[config.mk]
export PLATFORM = sky130hd
export DESIGN_NAME = rdl_regs
export DESIGN_NICKNAME = d
export VERILOG_FILES = /design/src/logic/rdl_pkg.sv /design/src/logic/rdl_oneshot.sv /design/src/logic/rdl_regs.sv
export SDC_FILE = /design/constraint.sdc
export NUM_CORES = 1
export LEC_CHECK = 0
export ABC_CLOCK_PERIOD_IN_PS = 2800
export BUFFER_PORTS_ARGS = -buffer_cell sky130_fd_sc_hd__buf_4
export CELL_PAD_IN_SITES_DETAIL_PLACEMENT = 1
export CELL_PAD_IN_SITES_GLOBAL_PLACEMENT = 1
export CORE_UTILIZATION = 40
export DETAILED_ROUTE_END_ITERATION = 10
export PLACE_DENSITY = 0.78
export SLEW_MARGIN = 40
export SYNTH_ARGS = -nofsm -noshare
export SYNTH_HDL_FRONTEND = slang
export SYNTH_HIERARCHICAL = 1
export SYNTH_SLANG_ARGS = --single-unit
[constraint.sdc]
create_clock -name i_clk -period 2.8 [get_ports i_clk]
set_input_delay 0 -clock i_clk [delete_from_list [all_inputs] [get_ports i_clk]]
set_output_delay 0 -clock i_clk [all_outputs]
set_load 0.005 [all_outputs]
[src/logic/rdl_pkg.sv]
package rdl_pkg;
  // register map, byte offsets on the control port
  localparam logic [7:0] CFG_ADDR    = 8'h12;
  localparam logic [7:0] STAT_ADDR   = 8'h13;
  localparam logic [7:0] CFG_RESET   = 8'h00;
  localparam logic [7:0] STAT_RESET  = 8'h00;
  // field positions
  localparam int CFG_FW_BIT   = 1;
  localparam int CFG_SPARE_BIT = 2;
  localparam int STAT_OVL_BIT = 2;
  localparam int STAT_DOD_BIT = 1;
  localparam int STAT_OPD_BIT = 0;
  // one-shot timing
  localparam int          CLK_KHZ         = 40000;
  localparam int          ONESHOT_TIME_MS = 5000;
  localparam int unsigned ONESHOT_CYCLES  = ONESHOT_TIME_MS * CLK_KHZ;
  localparam int          ONESHOT_W       = 28;
  // threshold figures, current limit select 0 and 1
  localparam int OVC_LIMIT0_MA = 160;
  localparam int OVC_LIMIT1_MA = 60;
  // ring output source selection
  typedef enum logic [1:0] {
    RDL_SRC_HALF  = 2'b00,
    RDL_SRC_FULL  = 2'b01,
    RDL_SRC_ENV   = 2'b10,
    RDL_SRC_SHOT  = 2'b11
  } rdl_src_t;
endpackage

[src/logic/rdl_oneshot.sv]
`timescale 1ns/1ps
module rdl_oneshot #(
  parameter int unsigned CYCLES = 32'h0BEBC200,
  parameter int          W      = 28
) (
  // clock and reset
  input  wire logic         i_clk,
  input  wire logic         i_sys_rst,
  // trigger and state
  input  wire logic         i_trig,
  output logic              o_active,
  output logic [W-1:0]      o_count
);
  //////////////////////////////////////////////////////////////////////////////
  // counts down from start; a crossing during the pulse does not restart it
  always_ff @(posedge i_clk) begin
    if (i_sys_rst) begin
      o_active <= 1'b0;
      o_count  <= '0;
    end else if (!o_active && i_trig) begin
      o_active <= 1'b1;
      o_count  <= W'(CYCLES - 1);
    end else if (o_active) begin
      if (o_count == '0) begin
        o_active <= 1'b0;
      end else begin
        o_count <= o_count - W'(1);
      end
    end
  end
endmodule // rdl_oneshot

[src/logic/rdl_regs.sv]
`timescale 1ns/1ps
module rdl_regs
  import rdl_pkg::*;
#(
  parameter int unsigned ONESHOT_LEN = rdl_pkg::ONESHOT_CYCLES
) (
  // clock and reset
  input  wire logic       i_clk,
  input  wire logic       i_sys_rst,
  // register port from the control port decoder
  input  wire logic [7:0] i_reg_addr,
  input  wire logic       i_reg_wr,
  input  wire logic       i_reg_rd,
  input  wire logic [7:0] i_reg_wdata,
  output logic [7:0]      o_reg_rdata,
  output logic            o_reg_rvalid,
  // settings held in neighbouring registers (same clock)
  input  wire logic       i_ring_validation_enable,
  input  wire logic       i_current_limit_select,
  input  wire logic       i_rx_overload_sticky_clr,
  // detector levels from the line side (asynchronous)
  input  wire logic       i_ring_halfwave,
  input  wire logic       i_ring_fullwave,
  input  wire logic       i_ring_envelope,
  input  wire logic       i_ring_thresh_cross,
  input  wire logic       i_rx_overload,
  input  wire logic       i_offhook_mask,
  input  wire logic       i_offhook,
  input  wire logic       i_loop_current,
  input  wire logic       i_line_side_enabled,
  input  wire logic       i_loop_over_limit0,
  input  wire logic       i_loop_over_limit1,
  // outputs
  output logic            o_ring_detect_output,
  output logic            o_rx_overload_sticky,
  output logic            o_rx_overload_irq_flag
);
  import rdl_pkg::*;

  //////////////////////////////////////////////////////////////////////////////
  // two-stage synchronisers for the line-side levels
  localparam int NS = 11;
  logic [NS-1:0] sync1_q;
  logic [NS-1:0] sync2_q;
  always_ff @(posedge i_clk) begin
    if (i_sys_rst) begin
      sync1_q <= '0;
      sync2_q <= '0;
    end else begin
      sync1_q <= {i_ring_halfwave, i_ring_fullwave, i_ring_envelope, i_ring_thresh_cross,
                  i_rx_overload, i_offhook_mask, i_offhook, i_loop_current,
                  i_line_side_enabled, i_loop_over_limit0, i_loop_over_limit1};
      sync2_q <= sync1_q;
    end
  end
  logic s_half, s_full, s_env, s_cross, s_ovl, s_mask, s_offhook, s_loop, s_lsen;
  logic s_over0, s_over1;
  assign {s_half, s_full, s_env, s_cross, s_ovl, s_mask, s_offhook, s_loop, s_lsen,
          s_over0, s_over1} = sync2_q;

  //////////////////////////////////////////////////////////////////////////////
  // ring output configuration register
  logic full_wave_select_q;
  logic cfg_spare_q;
  logic cfg_wr;
  assign cfg_wr = i_reg_wr && (i_reg_addr == CFG_ADDR);
  always_ff @(posedge i_clk) begin
    if (i_sys_rst) begin
      full_wave_select_q <= CFG_RESET[CFG_FW_BIT];
      cfg_spare_q        <= CFG_RESET[CFG_SPARE_BIT];
    end else if (cfg_wr) begin
      full_wave_select_q <= i_reg_wdata[CFG_FW_BIT];
      cfg_spare_q        <= i_reg_wdata[CFG_SPARE_BIT];
    end
  end

  //////////////////////////////////////////////////////////////////////////////
  // threshold-crossing one-shot, started on a rising crossing
  logic cross_d1_q;
  logic shot_trig;
  logic shot_active;
  logic [ONESHOT_W-1:0] shot_count;
  always_ff @(posedge i_clk) begin
    if (i_sys_rst) begin
      cross_d1_q <= 1'b0;
    end else begin
      cross_d1_q <= s_cross;
    end
  end
  assign shot_trig = s_cross && !cross_d1_q;
  rdl_oneshot #(
    .CYCLES (ONESHOT_LEN),
    .W      (ONESHOT_W)
  ) u_shot (
    .i_clk     (i_clk),
    .i_sys_rst (i_sys_rst),
    .i_trig    (shot_trig),
    .o_active  (shot_active),
    .o_count   (shot_count)
  );

  //////////////////////////////////////////////////////////////////////////////
  // ring detect output source selection
  rdl_src_t src;
  assign src = rdl_src_t'({i_ring_validation_enable, full_wave_select_q});
  always_ff @(posedge i_clk) begin
    if (i_sys_rst) begin
      o_ring_detect_output <= 1'b0;
    end else begin
      unique case (src)
        RDL_SRC_HALF: o_ring_detect_output <= s_half;
        RDL_SRC_FULL: o_ring_detect_output <= s_full;
        RDL_SRC_ENV:  o_ring_detect_output <= s_env;
        RDL_SRC_SHOT: o_ring_detect_output <= shot_active;
      endcase
    end
  end

  //////////////////////////////////////////////////////////////////////////////
  // live line fault flags
  logic ovl_cond;
  logic rx_overload_live_flag_q;
  logic supply_dropout_flag_q;
  logic overcurrent_flag_q;
  assign ovl_cond = s_ovl && !s_mask;
  always_ff @(posedge i_clk) begin
    if (i_sys_rst) begin
      rx_overload_live_flag_q <= STAT_RESET[STAT_OVL_BIT];
      supply_dropout_flag_q   <= STAT_RESET[STAT_DOD_BIT];
      overcurrent_flag_q      <= STAT_RESET[STAT_OPD_BIT];
    end else begin
      rx_overload_live_flag_q <= ovl_cond;
      supply_dropout_flag_q   <= (s_offhook && !s_loop) || (!s_offhook && s_lsen);
      overcurrent_flag_q      <= i_current_limit_select ? s_over1 : s_over0;
    end
  end

  //////////////////////////////////////////////////////////////////////////////
  // sticky overload and its interrupt flag; a new overload beats the clear
  always_ff @(posedge i_clk) begin
    if (i_sys_rst) begin
      o_rx_overload_sticky   <= 1'b0;
      o_rx_overload_irq_flag <= 1'b0;
    end else if (ovl_cond) begin
      o_rx_overload_sticky   <= 1'b1;
      o_rx_overload_irq_flag <= 1'b1;
    end else if (i_rx_overload_sticky_clr) begin
      o_rx_overload_sticky   <= 1'b0;
      o_rx_overload_irq_flag <= 1'b0;
    end
  end

  //////////////////////////////////////////////////////////////////////////////
  // read port, one cycle after the read strobe
  logic [7:0] cfg_view;
  logic [7:0] stat_view;
  assign cfg_view  = {5'h00, cfg_spare_q, full_wave_select_q, 1'b0};
  assign stat_view = {5'h00, rx_overload_live_flag_q, supply_dropout_flag_q,
                      overcurrent_flag_q};
  always_ff @(posedge i_clk) begin
    if (i_sys_rst) begin
      o_reg_rdata  <= 8'h00;
      o_reg_rvalid <= 1'b0;
    end else begin
      o_reg_rvalid <= i_reg_rd;
      if (!i_reg_rd) begin
        o_reg_rdata <= 8'h00;
      end else if (i_reg_addr == CFG_ADDR) begin
        o_reg_rdata <= cfg_view;
      end else if (i_reg_addr == STAT_ADDR) begin
        o_reg_rdata <= stat_view;
      end else begin
        o_reg_rdata <= 8'h00;
      end
    end
  end
endmodule // rdl_regs

==> run metrics <==
status=finished, final reports clean; die width=about 83 um; Final Hold Fails=0; initial drt markers=64; Least-Margin Pin Slew=approximately 730 ps; Hold Crit Class=primary input to register; Clock power frac=37.4%; Crit Path Max Fanout=9; CTS tree=yes; Avg WL per Cell=14.9 um; Clock Latency Late Sink=approximately 350 ps; Final period util=between 90% and 100%; # diodes=0; Overall Global Routing Usage=between 10% and 20%; CP required=a little over 3000 ps; core area=0.00631 sq mm; FF+latch count, synth=63; Top FF cell, synth=dfxtp_1; Setup WS post-layout=between 200 and 300 ps; Post-DP HPWL=between 3000 and 4000 um; skew final=~11 ps; Post-Place Cell Area=~0.0029 sq mm; GR Overflow Total=0; endpoints failing setup=0; RSZ-0062 raised after global routing=false; Leak=about 1.3 nW; PortBufs=34; P_int=1.53 mW; number of synthesized flops with an enable pin=0; Slew HR=51.0%; combinational power share=between 15 and 20%; Netlist cell types=just under 50; synthesized instance count=263; post-CTS resize count=0; max-cap check violation count=0; Max Root-Sink Buffers=2; DRC violations left=0; Flop pwr share=a little under half; initial antenna violation count=0; Seq/Total Area, Yosys=roughly half; P per Cell Area=654 mW/mm^2; number of detailed-route iterations in the first pass=4; f_max=slightly below 0.4 GHz; clock-pin transition on the worst setup and hold timing paths=~70 ps; CTS H-Tree Depth=3; Area growth syn-to-layout=27.5%; global-route wire length before repair=10000 um; proportion of layout cells with a drive suffix above 1=20.9%; Detailed Route WL=5990 um; mapped cell area=0.00260 sq mm; Die Y=~83 um; setup bufs post-CTS=0; Reg2Reg Setup Slack=about 270 ps; via count=2075; Setup TNS Final=0 ps; Die Area=between 0.006 and 0.007 sq mm; max-slew violation count=0; vias in the first global route=around 2100; Startpoint Class=register; CP endpoint kind=register; Final Wtd Congestion=between 0.7 and 0.8; Layout Cell Area excl Fill=around 0.0033 sq mm; peak supply drop=0.415 mV; pin count of the biggest net entering global routing=between 50 and 60; Via density=5.16; Layout Nets=approximately 360; WP data arrival=between 2000 and 3000 ps; Starting Density=roughly two fifths; root buffer cell=clkbuf_8; Ports=46; Sw Ratio=~30%; Sinks on Clock Net=between 60 and 70; asr flop ratio synth=0%; switching power=~640 uW; Ys Warns=6; DP Worst Slack=around 310 ps; Crit Path Class=register to register; Final ANT Viol Nets=0; total CTS buffers=9; min Tclk post-route=roughly 2500 ps; power consumption=roughly 2.2 mW; FP Rows=29; Avg Synthesized Cell Area=9.90 sq um; CTS Hold Bufs=21
==> area by class of cell <==
cell class | instances | area, sq um
Multi-Input combinational cell | 180 | 1240
Inverter | 7 | 26.3
Clock inverter | 7 | 77.6
Sequential cell | 63 | 1260
Fill cell | 732 | 2990
Tap cell | 77 | 96.3
Clock buffer | 9 | 124
Timing Repair Buffer | 59 | 495
==> metal layers <==
metal	share of wire, %	global-route usage (%)	up-vias
li1	-	-	1038
met1	44	23.5	999
met2	52	33.9	28
met3	2.5	5.38	10
met4	2.0	8.62	0
met5	0	0	-
==> cell families (layout without fill, tap and decap cells) <==
| logic type | count (synthesis) | in the layout | synth area share, % |
|---|---|---|---|
| simple gates | 112 | 112 | 26.5 |
| flops | 63 | 63 | 48.4 |
| compound gates | 40 | 40 | 11.3 |
| buf+inv | 24 | 82 | 4.76 |
| xor+xnor | 14 | 14 | 4.71 |
| mux | 7 | 7 | 3.17 |
| fa+ha+maj | 2 | 2 | 0.960 |
| other cells | 1 | 5 | 0.144 |
==> state kept, by name (all words and copies together), names as in the netlist <==
name / cells
sync1_q: 11
sync2_q: 11
full_wave_select_q: 1
u_shot/o_count: 28
o_rx_overload_irq_flag: 1
overcurrent_flag_q: 1
supply_dropout_flag_q: 1
o_reg_rvalid: 1
u_shot/o_active: 1
cfg_spare_q: 1
o_reg_rdata: 3
o_ring_detect_output: 1
cross_d1_q: 1
rx_overload_live_flag_q: 1
==> power groups by stage <==
stage / combinational (mW) / clock (mW) / sequential [mW]
after floorplan: 0.250 / 0 / 0.993
after global placement: 0.337 / 0 / 1.00
after detailed placement: 0.348 / 0 / 1.00
after CTS: 0.373 / 0.832 / 0.983
after global routing: 0.417 / 0.879 / 0.990
final: 0.378 / 0.812 / 0.983
==> layout by cell type (no fill, tap or decap), types with 3 or more instances in the layout <==
cell           instances
or4b_1                 3
dfxtp_1               63
nor3b_1                3
dlygate4sd3_1         21
nor4_1                 4
conb_1                 5
nand2_1                6
inv_6                  4
clkbuf_8               9
o21ai_0                3
nor2b_1               28
nor2_1                22
nand2b_1               4
or3_1                  6
xnor2_1               11
a21oi_1                8
nand4_1                4
a211oi_1               5
a31oi_1                8
inv_1                  7
buf_4                 38
or4_1                  4
nor3_1                12
nand3_1                3
mux2i_1                6
xor2_1                 3
==> Yosys cell counts, drive strengths merged, types with 2 or more instances <==
| cell | number | area, sq um |
|---|---|---|
| a311oi | 2 | 17.5 |
| nand3 | 3 | 15.0 |
| nor2 | 22 | 82.6 |
| nor3b | 3 | 22.5 |
| nand2 | 6 | 22.5 |
| nor2b | 28 | 175 |
| buf | 9 | 66.3 |
| nor4 | 7 | 71.3 |
| and3 | 2 | 12.5 |
| nor4b | 2 | 30.0 |
| ha | 2 | 25.0 |
| mux2i | 6 | 60.1 |
| o21ai | 5 | 25.0 |
| or2 | 2 | 12.5 |
| clkbuf | 8 | 31.3 |
| or3 | 6 | 37.5 |
| nand4 | 4 | 25.0 |
| a31oi | 9 | 56.3 |
| xnor2 | 11 | 96.3 |
| xor2 | 3 | 26.3 |
| o211ai | 2 | 15.0 |
| dfxtp | 63 | 1260 |
| or4 | 5 | 41.3 |
| or4b | 3 | 30.0 |
| inv | 7 | 26.3 |
| a21oi | 9 | 48.8 |
| nand2b | 4 | 25.0 |
| a211oi | 6 | 50.1 |
| nor3 | 12 | 60.1 |
| a21bo | 2 | 20.0 |
==> per-stage QoR <==
step	utilization, %	hold slack (ps)	instances
6_report	52.6	28.1	402
2_1_floorplan	-	83.2	267
5_1_grt	52.6	32.2	402
3_5_place_dp	46.0	218	365
4_1_cts	52.5	21.0	402
3_3_place_gp	46.0	211	365
==> final timing paths <==
kind | cells after the start | startpoint | to
hold reg to reg | 1 | sync2_q[5] | rx_overload_live_flag_q
hold / removal | 3 | i_ring_validation_enable | o_ring_detect_output
setup / recovery | 7 | u_shot/o_count[0] | u_shot/o_count[24]
setup reg to reg | 7 | u_shot/o_count[0] | u_shot/o_count[24]
==> worst max-delay path: stages (launching register included) <==
cell      delay, ps
dfxtp_1         350
inv_1            90
ha_1            170
nor2b_1         380
or4b_1          750
nor4b_2         400
nor3_1           80
a211oi_1        220
No activity file was read; power rests on OpenSTA's default activity.
